==> src/hdl/lcdp_pkg.sv <==
// Package of constants, types and helpers for the LED channel duty PWM block
package lcdp_pkg;

  // ************************************************************
  // Geometry
  // ************************************************************
  localparam int          NUM_CH       = 9;
  localparam int          CODE_W       = 8;
  localparam int          IDX_W        = 4;
  localparam logic [7:0]  PWM_LAST     = 8'hFE;  // 255 steps: 0..254
  localparam int          PRESCALE_DEF = 16;
  localparam logic [7:0]  CODE_OFF     = 8'h00;
  localparam logic [7:0]  CODE_FULL    = 8'hFF;
  localparam logic [7:0]  DUTY_RESET   = 8'h00;

  // ************************************************************
  // Register map
  // ************************************************************
  localparam logic [7:0]  CH1_DUTY_OFS = 8'h16;
  localparam logic [7:0]  CH2_DUTY_OFS = 8'h17;
  localparam logic [7:0]  CH3_DUTY_OFS = 8'h18;
  localparam logic [7:0]  CH4_DUTY_OFS = 8'h19;
  localparam logic [7:0]  CH5_DUTY_OFS = 8'h1A;
  localparam logic [7:0]  CH6_DUTY_OFS = 8'h1B;
  localparam logic [7:0]  CH7_DUTY_OFS = 8'h1C;
  localparam logic [7:0]  CH8_DUTY_OFS = 8'h1D;
  localparam logic [7:0]  CH9_DUTY_OFS = 8'h1E;
  localparam logic [7:0]  DUTY_FIRST   = CH1_DUTY_OFS;
  localparam logic [7:0]  DUTY_LAST    = CH9_DUTY_OFS;
  localparam logic [7:0]  CTRL_FIRST   = 8'h06;
  localparam logic [7:0]  CTRL_LAST    = 8'h0E;
  localparam int          CURVE_BIT    = 5;
  localparam logic        CURVE_RESET  = 1'b0;

  // ************************************************************
  // Serial port
  // ************************************************************
  localparam logic [6:0]  DEV_ADDR_DEF = 7'h2A;  // Arbitrary value
  localparam logic [2:0]  BIT_LAST     = 3'h7;
  localparam logic [1:0]  LOAD_DLY     = 2'h2;

  typedef enum logic [2:0] {
    ST_IDLE  = 3'b000,
    ST_ADDR  = 3'b001,
    ST_PTR   = 3'b010,
    ST_WRITE = 3'b011,
    ST_ACK   = 3'b100,
    ST_READ  = 3'b101,
    ST_RACK  = 3'b110
  } lcdp_state_t;

  // ************************************************************
  // Helpers
  // ************************************************************
  function automatic logic in_duty(input logic [7:0] a);
    return (a >= DUTY_FIRST) && (a <= DUTY_LAST);
  endfunction

  function automatic logic in_ctrl(input logic [7:0] a);
    return (a >= CTRL_FIRST) && (a <= CTRL_LAST);
  endfunction

  // Pointer holds still across the duty range
  function automatic logic [7:0] next_ptr(input logic [7:0] a);
    return in_duty(a) ? a : 8'(a + 8'h01);
  endfunction

  // Exponential curve; end codes kept so 0 stays off and FF stays on
  function automatic logic [7:0] log_curve(input logic [7:0] c);
    logic [12:0] v;
    v = 13'({1'b1, c[4:0]}) << c[7:5];
    if (c == CODE_OFF || c == CODE_FULL) begin
      return c;
    end
    return v[12:5];
  endfunction

endpackage

==> src/hdl/lcdp_duty_mem.sv <==
// Duty code storage for all channels with registered read port
`timescale 1ns/1ps
module lcdp_duty_mem
  import lcdp_pkg::*;
#(
  parameter int N = NUM_CH
) (
  input  wire logic                  clk,
  input  wire logic                  rst_n,
  input  wire logic                  wr_en,
  input  wire logic [IDX_W-1:0]      wr_idx,
  input  wire logic [CODE_W-1:0]     wr_data,
  input  wire logic [IDX_W-1:0]      rd_idx,
  output logic      [CODE_W-1:0]     rd_data_q,
  output logic      [N*CODE_W-1:0]   duty_flat
);

  logic [CODE_W-1:0] mem_q [N];

  if (N < 1 || N > (1 << IDX_W)) begin : g_chk
    $error("lcdp_duty_mem: channel count out of range");
  end

  always_ff @(posedge clk or negedge rst_n) begin
    if (!rst_n) begin
      for (int i = 0; i < N; i++) begin
        mem_q[i] <= DUTY_RESET;  // [RULE_03]
      end
    end else if (wr_en && (int'(wr_idx) < N)) begin
      mem_q[wr_idx] <= wr_data;  // [RULE_04]
    end
  end

  // Read returns last written code
  always_ff @(posedge clk or negedge rst_n) begin
    if (!rst_n) begin
      rd_data_q <= DUTY_RESET;
    end else if (int'(rd_idx) < N) begin
      rd_data_q <= mem_q[rd_idx];  // [RULE_04]
    end else begin
      rd_data_q <= 8'h00;
    end
  end

  always_comb begin
    for (int i = 0; i < N; i++) begin
      duty_flat[i*CODE_W +: CODE_W] = mem_q[i];
    end
  end

endmodule

==> src/hdl/lcdp_pwm_core.sv <==
// Free-running period counter and per-channel duty compare
`timescale 1ns/1ps
module lcdp_pwm_core
  import lcdp_pkg::*;
#(
  parameter int N        = NUM_CH,
  parameter int PRESCALE = PRESCALE_DEF
) (
  input  wire logic                  clk,
  input  wire logic                  rst_n,
  input  wire logic [N*CODE_W-1:0]   duty_flat,
  input  wire logic [N-1:0]          curve_sel,
  input  wire logic [N-1:0]          engine_sel,
  input  wire logic [N*CODE_W-1:0]   engine_duty,
  output logic      [N-1:0]          led_on_q
);

  localparam int PS_W = (PRESCALE > 1) ? $clog2(PRESCALE) : 1;

  if (PRESCALE < 1 || N < 1) begin : g_chk
    $error("lcdp_pwm_core: bad prescale or channel count");
  end

  logic [PS_W-1:0] ps_q;
  logic            tick;
  logic [7:0]      cnt_q;
  logic [7:0]      code [N];

  assign tick = (ps_q == PS_W'(PRESCALE - 1));

  always_ff @(posedge clk or negedge rst_n) begin
    if (!rst_n) begin
      ps_q <= '0;
    end else if (tick) begin
      ps_q <= '0;
    end else begin
      ps_q <= PS_W'(ps_q + 1'b1);
    end
  end

  // Counter wraps at 254 so code FF is on all period
  always_ff @(posedge clk or negedge rst_n) begin
    if (!rst_n) begin
      cnt_q <= 8'h00;
    end else if (tick) begin
      cnt_q <= (cnt_q == PWM_LAST) ? 8'h00 : 8'(cnt_q + 8'h01);  // [RULE_12] [RULE_02]
    end
  end

  always_comb begin
    for (int i = 0; i < N; i++) begin
      // Duty register only counts under direct control
      code[i] = engine_sel[i] ? engine_duty[i*CODE_W +: CODE_W]
                              : duty_flat[i*CODE_W +: CODE_W];  // [RULE_05] [RULE_06]
      if (curve_sel[i]) begin
        code[i] = log_curve(code[i]);  // [RULE_11]
      end
    end
  end

  always_ff @(posedge clk or negedge rst_n) begin
    if (!rst_n) begin
      led_on_q <= '0;
    end else begin
      for (int i = 0; i < N; i++) begin
        led_on_q[i] <= (cnt_q < code[i]);  // [RULE_12] [RULE_01] [RULE_02]
      end
    end
  end

endmodule

==> src/hdl/lcdp_top.sv <==
// Serial register port, control bits and channel PWM of the LED duty block
`timescale 1ns/1ps

// Summary of operation
// RULE_01 - Each channel has 8-bit duty; 00 always off, FF always on.
// RULE_02 - On-time grows linearly, one 255th of period per code step.
// RULE_03 - All duty registers reset to zero.
// RULE_04 - Host can write and read back every duty register.
// RULE_05 - Duty registers drive outputs only in direct control, not engine control.
// RULE_06 - Direct control is the default after power-up.
// RULE_07 - Register pointer does not auto-advance within 0x16 to 0x1E.
// RULE_08 - Host keeps duty at half scale when temperature compensation is on.
// RULE_09 - Channels one to seven duty at consecutive addresses 0x16 to 0x1C.
// RULE_10 - Channels eight and nine duty at 0x1D and 0x1E.
// RULE_11 - Per-channel curve bit picks linear or logarithmic mapping in all modes.
// RULE_12 - Free-running 255-step counter; output on while counter below code.
module lcdp_top
  import lcdp_pkg::*;
#(
  parameter int         N        = NUM_CH,
  parameter int         PRESCALE = PRESCALE_DEF,
  parameter logic [6:0] DEV_ADDR = DEV_ADDR_DEF
) (
  input  wire logic                  clk,
  input  wire logic                  resetn,
  input  wire logic                  scl_i,
  input  wire logic                  sda_i,
  output logic                       sda_o,
  output logic                       sda_oe,
  input  wire logic [N-1:0]          engine_sel,
  input  wire logic [N*CODE_W-1:0]   engine_duty,
  output logic      [N-1:0]          led_on
);

  if (N != NUM_CH) begin : g_chk
    $error("lcdp_top: register map serves exactly nine channels");
  end

  // ************************************************************
  // Reset release
  // ************************************************************
  logic rst_meta_q;
  logic rst_n;

  always_ff @(posedge clk or negedge resetn) begin
    if (!resetn) begin
      rst_meta_q <= 1'b0;
      rst_n      <= 1'b0;
    end else begin
      rst_meta_q <= 1'b1;
      rst_n      <= rst_meta_q;
    end
  end

  // ************************************************************
  // Line sampling and bus conditions
  // ************************************************************
  logic scl_q;
  logic sda_q;
  logic scl_prev_q;
  logic sda_prev_q;
  logic scl_rise;
  logic scl_fall;
  logic bus_start;
  logic bus_stop;

  always_ff @(posedge clk or negedge rst_n) begin
    if (!rst_n) begin
      scl_q      <= 1'b1;
      sda_q      <= 1'b1;
      scl_prev_q <= 1'b1;
      sda_prev_q <= 1'b1;
    end else begin
      scl_q      <= scl_i;
      sda_q      <= sda_i;
      scl_prev_q <= scl_q;
      sda_prev_q <= sda_q;
    end
  end

  assign scl_rise  = scl_q & ~scl_prev_q;
  assign scl_fall  = ~scl_q & scl_prev_q;
  assign bus_start = scl_q & scl_prev_q & sda_prev_q & ~sda_q;
  assign bus_stop  = scl_q & scl_prev_q & ~sda_prev_q & sda_q;

  // ************************************************************
  // Transfer state
  // ************************************************************
  lcdp_state_t state_q;
  lcdp_state_t next_q;
  logic [7:0]  rx_q;
  logic [7:0]  tx_q;
  logic [2:0]  bit_q;
  logic [2:0]  tx_bit_q;
  logic        full_q;
  logic        rnw_q;
  logic        mack_q;
  logic [1:0]  load_q;
  logic [7:0]  ptr_q;
  logic        wr_pulse;
  logic [7:0]  rd_value;
  logic [7:0]  mem_rd;
  logic        addr_hit;

  assign addr_hit = (rx_q[7:1] == DEV_ADDR);
  assign wr_pulse = (state_q == ST_WRITE) && scl_fall && full_q;

  // Receive shifter; full_q marks the eighth bit seen
  always_ff @(posedge clk or negedge rst_n) begin
    if (!rst_n) begin
      rx_q   <= 8'h00;
      bit_q  <= 3'h0;
      full_q <= 1'b0;
    end else if (bus_start) begin
      bit_q  <= 3'h0;
      full_q <= 1'b0;
    end else if (scl_rise && (state_q == ST_ADDR || state_q == ST_PTR ||
                              state_q == ST_WRITE)) begin
      rx_q   <= {rx_q[6:0], sda_q};
      bit_q  <= 3'(bit_q + 3'h1);
      full_q <= (bit_q == BIT_LAST);
    end else if (scl_fall && full_q) begin
      full_q <= 1'b0;
    end
  end

  always_ff @(posedge clk or negedge rst_n) begin
    if (!rst_n) begin
      state_q <= ST_IDLE;
      next_q  <= ST_IDLE;
      rnw_q   <= 1'b0;
      mack_q  <= 1'b0;
    end else if (bus_start) begin
      state_q <= ST_ADDR;
      mack_q  <= 1'b0;
    end else if (bus_stop) begin
      state_q <= ST_IDLE;
    end else begin
      case (state_q)
        ST_ADDR: begin
          if (scl_fall && full_q) begin
            rnw_q   <= rx_q[0];
            next_q  <= rx_q[0] ? ST_READ : ST_PTR;
            state_q <= addr_hit ? ST_ACK : ST_IDLE;
          end
        end
        ST_PTR: begin
          if (scl_fall && full_q) begin
            next_q  <= ST_WRITE;
            state_q <= ST_ACK;
          end
        end
        ST_WRITE: begin
          if (scl_fall && full_q) begin
            next_q  <= ST_WRITE;
            state_q <= ST_ACK;
          end
        end
        ST_ACK: begin
          if (scl_fall) begin
            state_q <= next_q;
          end
        end
        ST_READ: begin
          if (scl_fall && tx_bit_q == BIT_LAST && load_q == 2'h0) begin
            state_q <= ST_RACK;
            mack_q  <= 1'b0;
          end
        end
        ST_RACK: begin
          if (scl_rise) begin
            mack_q <= ~sda_q;
          end
          if (scl_rise && sda_q) begin
            state_q <= ST_IDLE;  // Master NACK ends the read
          end else if (scl_fall && mack_q) begin
            state_q <= ST_READ;
          end
        end
        default: begin
          state_q <= ST_IDLE;
        end
      endcase
    end
  end

  // ************************************************************
  // Register pointer
  // ************************************************************
  always_ff @(posedge clk or negedge rst_n) begin
    if (!rst_n) begin
      ptr_q <= 8'h00;
    end else if (state_q == ST_PTR && scl_fall && full_q) begin
      ptr_q <= rx_q;
    end else if (wr_pulse || (state_q == ST_RACK && scl_fall && mack_q)) begin
      ptr_q <= next_ptr(ptr_q);  // [RULE_07]
    end
  end

  // ************************************************************
  // Control bits: curve select in bit 5 of each channel control
  // ************************************************************
  logic [N-1:0] curve_q;
  logic [7:0]   ctrl_idx;
  logic [7:0]   duty_idx;

  assign ctrl_idx = 8'(ptr_q - CTRL_FIRST);
  assign duty_idx = 8'(ptr_q - DUTY_FIRST);  // [RULE_09] [RULE_10]

  always_ff @(posedge clk or negedge rst_n) begin
    if (!rst_n) begin
      curve_q <= {N{CURVE_RESET}};
    end else if (wr_pulse && in_ctrl(ptr_q)) begin
      curve_q[ctrl_idx[IDX_W-1:0]] <= rx_q[CURVE_BIT];  // [RULE_11]
    end
  end

  // Unused control bits read zero
  always_comb begin
    rd_value = 8'h00;
    if (in_duty(ptr_q)) begin
      rd_value = mem_rd;  // [RULE_04]
    end else if (in_ctrl(ptr_q)) begin
      rd_value[CURVE_BIT] = curve_q[ctrl_idx[IDX_W-1:0]];
    end
  end

  // ************************************************************
  // Transmit path and line drive
  // ************************************************************
  // Two-cycle wait lets the registered read catch a moved pointer
  always_ff @(posedge clk or negedge rst_n) begin
    if (!rst_n) begin
      load_q <= 2'h0;
    end else if ((state_q == ST_ACK && next_q == ST_READ && scl_fall) ||
                 (state_q == ST_RACK && scl_fall && mack_q)) begin
      load_q <= LOAD_DLY;
    end else if (load_q != 2'h0) begin
      load_q <= 2'(load_q - 2'h1);
    end
  end

  always_ff @(posedge clk or negedge rst_n) begin
    if (!rst_n) begin
      tx_q <= 8'h00;
    end else if (state_q == ST_READ && load_q == 2'h1) begin
      tx_q <= rd_value;
    end else if (state_q == ST_READ && scl_fall && load_q == 2'h0) begin
      tx_q <= {tx_q[6:0], 1'b0};
    end
  end

  // Receive count sits idle while sending, so the read byte needs its own
  always_ff @(posedge clk or negedge rst_n) begin
    if (!rst_n) begin
      tx_bit_q <= 3'h0;
    end else if (state_q == ST_READ && load_q == 2'h1) begin
      tx_bit_q <= 3'h0;
    end else if (state_q == ST_READ && scl_fall && load_q == 2'h0) begin
      tx_bit_q <= 3'(tx_bit_q + 3'h1);
    end
  end

  // Open drain: only ever pulls low
  always_ff @(posedge clk or negedge rst_n) begin
    if (!rst_n) begin
      sda_oe <= 1'b0;
    end else if (bus_start || bus_stop) begin
      sda_oe <= 1'b0;
    end else if (scl_fall && full_q && (state_q == ST_PTR || state_q == ST_WRITE ||
                                        (state_q == ST_ADDR && addr_hit))) begin
      sda_oe <= 1'b1;
    end else if (state_q == ST_ACK && scl_fall) begin
      sda_oe <= 1'b0;
    end else if (state_q == ST_READ && load_q == 2'h1) begin
      sda_oe <= ~rd_value[7];
    end else if (state_q == ST_READ && scl_fall && load_q == 2'h0) begin
      sda_oe <= (tx_bit_q == BIT_LAST) ? 1'b0 : ~tx_q[6];
    end
  end

  always_ff @(posedge clk or negedge rst_n) begin
    if (!rst_n) begin
      sda_o <= 1'b0;
    end else begin
      sda_o <= 1'b0;
    end
  end

  // ************************************************************
  // Duty storage and PWM
  // ************************************************************
  logic [N*CODE_W-1:0] duty_flat;

  lcdp_duty_mem #(
    .N (N)
  ) u_mem (
    .clk       (clk),
    .rst_n     (rst_n),
    .wr_en     (wr_pulse && in_duty(ptr_q)),
    .wr_idx    (duty_idx[IDX_W-1:0]),
    .wr_data   (rx_q),
    .rd_idx    (duty_idx[IDX_W-1:0]),
    .rd_data_q (mem_rd),
    .duty_flat (duty_flat)
  );

  lcdp_pwm_core #(
    .N        (N),
    .PRESCALE (PRESCALE)
  ) u_pwm (
    .clk         (clk),
    .rst_n       (rst_n),
    .duty_flat   (duty_flat),
    .curve_sel   (curve_q),
    .engine_sel  (engine_sel),
    .engine_duty (engine_duty),
    .led_on_q    (led_on)
  );

endmodule

==> config.mk <==
export PLATFORM = sky130hd
export DESIGN_NAME = lcdp_top
export DESIGN_NICKNAME = d
export VERILOG_FILES = /design/src/hdl/lcdp_pkg.sv /design/src/hdl/lcdp_duty_mem.sv /design/src/hdl/lcdp_pwm_core.sv /design/src/hdl/lcdp_top.sv
export SDC_FILE = /design/constraint.sdc
export NUM_CORES = 1
export LEC_CHECK = 0
export ABC_AREA = 1
export BUFFER_PORTS_ARGS = -buffer_cell sky130_fd_sc_hd__buf_2
export CAP_MARGIN = 20
export CORE_MARGIN = 2
export CORE_UTILIZATION = 48
export DETAILED_ROUTE_END_ITERATION = 10
export PLACE_DENSITY = 0.76
export SYNTH_ARGS = -nofsm -noshare
export SYNTH_HDL_FRONTEND = slang
export SYNTH_SLANG_ARGS = --single-unit
==> constraint.sdc <==
create_clock -name clk -period 7.5 [get_ports clk]
set_clock_uncertainty 0.15 [all_clocks]
set_input_delay 0.75 -clock clk [delete_from_list [all_inputs] [get_ports clk]]
set_output_delay 0.75 -clock clk [all_outputs]
set_load 0.005 [all_outputs]
==> flow_summary.toml, run 1 <==
[synth]
synth_adder_area_share_pct = 7.428
synth_compound_area_share_pct = 19.65
post_synth_instance_area_um2 = 12970
synth-edff-count = 0
yosys.area_share.simple_pct = 31.70
synth_flop_cell = "sky130_fd_sc_hd__dfrtp_1"
post_synthesis_async_set_or_reset_flop_share_pct = 100.0
post_synth_xor_xnor_area_pct = 0.3376
largest_family_of_logic_cells_by_synthesized_area = "simple AND/OR/NAND/NOR gates"
syn_avg_cell_area_um2 = 6.179
synth_seq_cells = 156
synth_fp_nets = 2261
synth.area.mux_share_pct = 0.08682
synth.distinct_cells = 45
synth.yosys.warnings = 0
ys_seq_area_share_pct = 30.14
syn_inst = 2099

[critical_path]
rr_startpoint = "ptr_q[0]"
worst-path-max-fanout = 27
worstPathArrival_ns = 3.32
critical_path.startpoint_type = "register"
r2r_setup_slack_ns = 4.32
critical_path.slowest_cell = "sky130_fd_sc_hd__inv_1"
cp.buffers_inverters = 2
criticalPathCategory = "reg -> reg"
critical_path_launch_point = "ptr_q[0]"
timing.critical_path.to_type = "register"
timing.critical_path.cells = "inv_1 > ha_1 > inv_1 > nor2_1 > nor2_1 > nor3_4 > nand2_1 > nand2_1 > o21ai_0"
critical-path-max-stage-delay_ns = 0.54
crit-reg2reg-capture = "u_mem.duty_flat[30]"
ff2ff_path_depth = 9
cp_top_family = "simple AND/OR/NAND/NOR gates"
cp.required_ns = 7.64

[clock_tree]
root_buffer = "sky130_fd_sc_hd__clkbuf_16"
cts-buffers-inserted = 17
clkSinkCount = 156
insertion_delay_ns = 0.45
worst_setup_hold_path_clk_slew_ns = 0.07
clock_tree.buffer_depth = 2
cts.repair_timing.setup_buffer_count = 0
clock_tree_from_tritoncts = "yes"
h-tree-depth = 4

[layout]
util_after_layout_pct = 53.11
post_route_cells_drive_above_1_share_pct = 6.802
design.final.nets = 2310
filler_cells_inserted = 2714
insertedDiodeCount = 0
area.growth.synth_to_final_pct = 9.445

[timing]
final-max-slew-violation-count = 0
rsz0062_at_grt = "false"
timing.fmax_mhz = 314.7
timing.slew.headroom_pct = 36.16
report.final.hold_viol_count = 0
setup_tns_ns = 0
fin_worst_hold_slack_ns = 0.2001
post-route-min-period_ns = 3.177
setup_viol_count_final = 0
period_share_pct = 42.36
worst_slew_pin_slew_ns = 0.9576

[grt]
grt.total_usage_pct = 26.80
grt_start_max_net_pins = 84
globalRoute.totalOverflow = 0
number_of_global_route_vias_before_repair = 12412
grt_antenna_before_repair = 0
grt_pass1_wl_um = 61710

[floorplan]
row_count = 60
initial_utilization_pct = 48.53
chipHeight_um = 168.4
design.die.area_um2 = 28350
die_x_um = 168.4
coreArea_um2 = 26730
floorplan.io_pins = 96

[placed_design]
dp_hpwl_um = 28340
port-buffer-count = 94
place.gp.congestion = 0.9977

[routing]
drt_first_iter_violations = 1344
route.detailed.drc = 0
drt_pass1_iterations = 6
postRouteAntennaNets = 0
routed-via-count = 13684
postRouteWirelength_um = 37730
average_wire_per_cell_in_the_routed_design_um = 15.08
vias_per_cell = 5.469

[hold_path]
worstHoldEndpoint = "rst_n"
hold_path_startpoint = "rst_meta_q"
worst_hold_path.num_cells = 0
holdCritPathClass = "reg -> reg"

[power_and_ir_drop]
ir_worst_vdd_uv = 154.5
leakagePower_nw = 7.183
power_density_nw_per_um2 = 177.6

[run]
cap_viol_max_count = 0

[run_status]
status = "complete, no violations"
[synthesized netlist by cell type (5+ instances only)]
cell	number	area, um^2
sky130_fd_sc_hd__o211ai_1	5	37.54
sky130_fd_sc_hd__o2111ai_1	7	61.31
sky130_fd_sc_hd__a221oi_1	8	70.07
sky130_fd_sc_hd__clkbuf_1	39	146.4
sky130_fd_sc_hd__o21ai_1	7	35.03
sky130_fd_sc_hd__nor3_1	9	45.04
sky130_fd_sc_hd__dfrtp_1	152	3804
sky130_fd_sc_hd__a22oi_1	23	172.7
sky130_fd_sc_hd__a21oi_1	83	415.4
sky130_fd_sc_hd__o22ai_1	8	50.05
sky130_fd_sc_hd__buf_6	8	90.09
sky130_fd_sc_hd__a41oi_1	5	43.79
sky130_fd_sc_hd__inv_1	270	1013
sky130_fd_sc_hd__nand2_1	812	3048
sky130_fd_sc_hd__o221ai_1	10	87.58
sky130_fd_sc_hd__o21ai_0	292	1461
sky130_fd_sc_hd__buf_2	19	95.09
sky130_fd_sc_hd__nand3_1	66	330.3
sky130_fd_sc_hd__ha_1	77	963.4
sky130_fd_sc_hd__nor2_1	148	555.5
sky130_fd_sc_hd__nand4_1	6	37.54
[power by group]
part           total (mW)  switching (mW)  internal [mW]
registers           0.981          0.0592          0.922
clock network       0.880           0.425          0.454
logic               0.660           0.463          0.197
[sequential cells by signal, summed over array words and instances (netlist names), 4 cells and up]
register / count
curve_q: 9
u_mem.rd_data_q: 8
tx_q: 7
u_pwm.ps_q: 4
ptr_q: 8
u_pwm.led_on_q: 9
u_pwm.cnt_q: 8
rx_q: 8
u_mem.duty_flat: 72
[how the worst max path moves through the flow]
stage          cells past startpoint             endpoint  slack (ns)
3_3_place_gp                      14    u_pwm.led_on_q[5]        4.41
2_1_floorplan                      0             bit_q[0]        2.69
5_1_grt                            8  u_mem.duty_flat[41]        4.13
6_report                           9  u_mem.duty_flat[30]        4.32
3_5_place_dp                      13    u_pwm.led_on_q[1]        4.34
4_1_cts                            9  u_mem.duty_flat[30]        4.39
[repair_timing]
action / 4_1_cts / 5_1_grt
gates resized for setup: 0 / 0
hold endpoints to repair: 2 / 0
hold buffers: 1 / 0
[cells by family after synthesis]
| group | Yosys count |
|---|---|
| multiplexers | 1 |
| AND/OR/NAND/NOR | 1053 |
| XOR/XNOR | 5 |
| buffers and inverters | 343 |
| AO/OA/AOI/OAI | 462 |
| adder cells (fa/ha/maj) | 77 |
| other | 2 |
| flip-flops | 156 |
[layout make-up]
class / instances / area (um^2) / area share [%]
clock inverter: 15 / 188.9 / 1.331
multi-input combinational: 1600 / 7686 / 54.15
clock buffer: 17 / 425.4 / 2.997
sequential: 156 / 3913 / 27.56
inverter: 275 / 1032 / 7.272
tap: 341 / 426.7 / 3.006
timing repair buffer: 98 / 523.0 / 3.684
[worst register-to-register path: cells and delay by family (launching register included)]
kind,cells,cell delay (ns)
and+or+nand+nor,5,1.30
buffers and inverters,2,0.67
adders and majority gates,1,0.41
DFF,1,0.39
AOI/OAI and AO/OA,1,0.11
[cells in the final DEF (no fill, tap or decap), types with 9 or more instances in the layout]
master,instances
sky130_fd_sc_hd__nand2_1,812
sky130_fd_sc_hd__nor2_1,148
sky130_fd_sc_hd__a22oi_1,23
sky130_fd_sc_hd__o221ai_1,10
sky130_fd_sc_hd__buf_2,94
sky130_fd_sc_hd__a21oi_1,83
sky130_fd_sc_hd__nor3_1,9
sky130_fd_sc_hd__nand3_1,66
sky130_fd_sc_hd__o21ai_0,292
sky130_fd_sc_hd__ha_1,77
sky130_fd_sc_hd__dfrtp_1,151
sky130_fd_sc_hd__inv_1,270
sky130_fd_sc_hd__clkbuf_16,17
[through the flow]
step,instances,power (mW),worst slack [ns],cell area (um^2)
floorplan,2099,1.453,2.688,12970
global placement,2468,1.629,4.406,13540
detailed placement,2468,1.643,4.344,13540
CTS,2501,2.522,4.386,14170
global route,2502,2.667,4.127,14190
finish,2502,2.521,4.323,14190
[metal layers]
layer / global-route usage, % / up-vias / wire [um]
met2: 44.12 / 532 / 17390
met5: 0 / - / 0
met3: 3.879 / 69 / 2508
met4: 7.571 / 0 / 899
li1: - / 6867 / -
met1: 36.84 / 6216 / 16930
Power figures use the tool's default switching activity.
==> run 2: changes to the inputs <==
==> constraint.sdc (replaced) <==
create_clock -name clk -period 3 [get_ports clk]
set_clock_uncertainty 0.15 [all_clocks]
set_input_delay 0.3 -clock clk [delete_from_list [all_inputs] [get_ports clk]]
set_output_delay 0.3 -clock clk [all_outputs]
set_load 0.005 [all_outputs]
==> flow_summary.toml, run 2 (synthesized netlist as in run 1, its figures left out) <==
[run_status]
status = "complete, no violations"

[critical_path]
criticalPathCategory = "reg -> reg"
ff2ff_path_depth = 11
critical_path.endpoint = "u_mem.duty_flat[59]"
worst-path-max-fanout = 16
critical_path.startpoint_type = "register"
r2r_setup_slack_ns = 0.25
worstPathArrival_ns = 2.90
cp.required_ns = 3.15
timing.critical_path.to_type = "register"
critical_path_launch_point = "scl_prev_q"
rr_startpoint = "scl_prev_q"
crit-reg2reg-capture = "u_mem.duty_flat[59]"

[timing]
post-route-min-period_ns = 2.751
timing.slew.headroom_pct = 43.36
worst_slew_pin_slew_ns = 0.8496
period_share_pct = 91.71
timing.fmax_mhz = 363.5
final_critical_path_setup_slack_ns = 0.2487
fin_worst_hold_slack_ns = 0.01089
rsz0062_at_grt = "true"
final-max-slew-violation-count = 0
report.final.hold_viol_count = 0
setup_viol_count_final = 0

[layout]
area.growth.synth_to_final_pct = 10.81
layout.cells.most_common = "sky130_fd_sc_hd__nand2_1"
non_filler_cells_in_the_finished_layout = 2522
insertedDiodeCount = 0
largest_reg_flops = 72
design.final.nets = 2330
final_cell_mix = "sky130_fd_sc_hd__nand2_1 (810), sky130_fd_sc_hd__o21ai_0 (292), sky130_fd_sc_hd__inv_1 (270), sky130_fd_sc_hd__dfrtp_1 (151), sky130_fd_sc_hd__nor2_1 (148)"
post_route_cells_drive_above_1_share_pct = 7.611
util_after_layout_pct = 53.78

[routing]
postRouteWirelength_um = 38030
drt_pass1_iterations = 6
drt_first_iter_violations = 1518
average_wire_per_cell_in_the_routed_design_um = 15.08
vias_per_cell = 5.420
routed-via-count = 13669
route.detailed.drc = 0
postRouteAntennaNets = 0

[hold_path]
holdCritPathClass = "in -> async"

[grt]
grt_antenna_before_repair = 0
number_of_global_route_vias_before_repair = 12407
grt_pass1_wl_um = 61470
grt_start_max_net_pins = 85
grt.total_usage_pct = 26.89
globalRoute.totalOverflow = 0

[clock_tree]
root_buffer = "sky130_fd_sc_hd__clkbuf_16"
cts.repair_timing.setup_buffer_count = 0
clock_tree.buffer_depth = 2
clock_tree_from_tritoncts = "yes"
cts-buffers-inserted = 17
clkSinkCount = 156
worst_setup_hold_path_clk_slew_ns = 0.08
h-tree-depth = 4
insertion_delay_ns = 0.45

[placed_design]
port-buffer-count = 94
preCtsSetupSlack_ns = 0.3140
dp_hpwl_um = 28880
placed_cells_incl_taps = 2486
place.gp.congestion = 0.9401

[power_and_ir_drop]
ir_worst_vdd_uv = 341.2
power_density_nw_per_um2 = 443.9
leakagePower_nw = 7.284

[floorplan]
row_count = 60
chipHeight_um = 168.4
die_x_um = 168.4
design.die.area_um2 = 28350
floorplan.io_pins = 96
initial_utilization_pct = 48.53
coreArea_um2 = 26730

[run]
cap_viol_max_count = 0
run 2: cell types whose count changed in the layout (fill, tap and decap cells not counted):
| cell | change |
|---|---|
| sky130_fd_sc_hd__nand2_2 | +2 |
| sky130_fd_sc_hd__clkinv_8 | +2 |
| sky130_fd_sc_hd__nand2_1 | -2 |
| sky130_fd_sc_hd__inv_8 | -2 |
| sky130_fd_sc_hd__buf_12 | +2 |
| sky130_fd_sc_hd__clkinv_4 | -1 |
| sky130_fd_sc_hd__buf_16 | -1 |
| sky130_fd_sc_hd__dlygate4sd3_1 | +3 |
| sky130_fd_sc_hd__buf_4 | +16 |
| sky130_fd_sc_hd__inv_6 | +1 |
run 2: routing by layer:
metal | GRT usage (%) | up-vias | wire (um)
li1 | - | 6902 | -
met1 | 36.42 | 6181 | 17020
met3 | 3.032 | 74 | 2540
met4 | 10.04 | 0 | 1060
met5 | 0 | - | 0
met2 | 44.39 | 512 | 17410
run 2: where the power goes:
group | switching (mW) | internal [mW]
logic | 1.20 | 0.527
registers | 0.134 | 2.31
clock network | 1.07 | 1.14
run 2: how the worst min path moves through the flow:
stage / slack (ns) / end / cells past startpoint / from
2_1_floorplan: -0.15 / rst_meta_q / 0 / resetn
3_3_place_gp: -0.06 / rst_meta_q / 1 / resetn
3_5_place_dp: -0.06 / rst_meta_q / 1 / resetn
4_1_cts: 0.01 / rst_n / 2 / resetn
5_1_grt: 0.02 / rst_n / 2 / resetn
6_report: 0.01 / rst_n / 2 / resetn
run 2: cell type report:
class	instances	area (um^2)
clock buffers	17	425.4
fillers	2667	12350
multi-input cells	1600	7691
clock inverters	15	198.9
inverters	275	1032
well taps	341	426.7
flip-flops and latches	156	3913
repair buffers	118	685.7
run 2: repair_timing:
item,in CTS,in global routing
setup endpoints to repair,0,32
hold buffers,4,0
resized for setup,0,2
hold endpoints to repair,7,0
run 2: critical path, stage by stage (launching register included):
cell	delay, ns
sky130_fd_sc_hd__dfstp_2	0.54
sky130_fd_sc_hd__inv_1	0.07
sky130_fd_sc_hd__nor2_2	0.16
sky130_fd_sc_hd__inv_1	0.12
sky130_fd_sc_hd__nor2_1	0.11
sky130_fd_sc_hd__inv_1	0.08
sky130_fd_sc_hd__nor2_2	0.10
sky130_fd_sc_hd__nand2_1	0.12
sky130_fd_sc_hd__nor3_4	0.49
sky130_fd_sc_hd__nand2_1	0.41
sky130_fd_sc_hd__nand2_1	0.16
sky130_fd_sc_hd__o21ai_0	0.09
run 2: per-stage QoR:
step | TNS (ns) | power [mW] | instance area (um^2)
2_1_floorplan | 0 | 3.632 | 12970
3_3_place_gp | 0 | 4.141 | 13700
3_5_place_dp | 0 | 4.173 | 13700
4_1_cts | 0 | 6.382 | 14370
5_1_grt | -1.875 | 6.723 | 14370
6_report | 0 | 6.381 | 14370
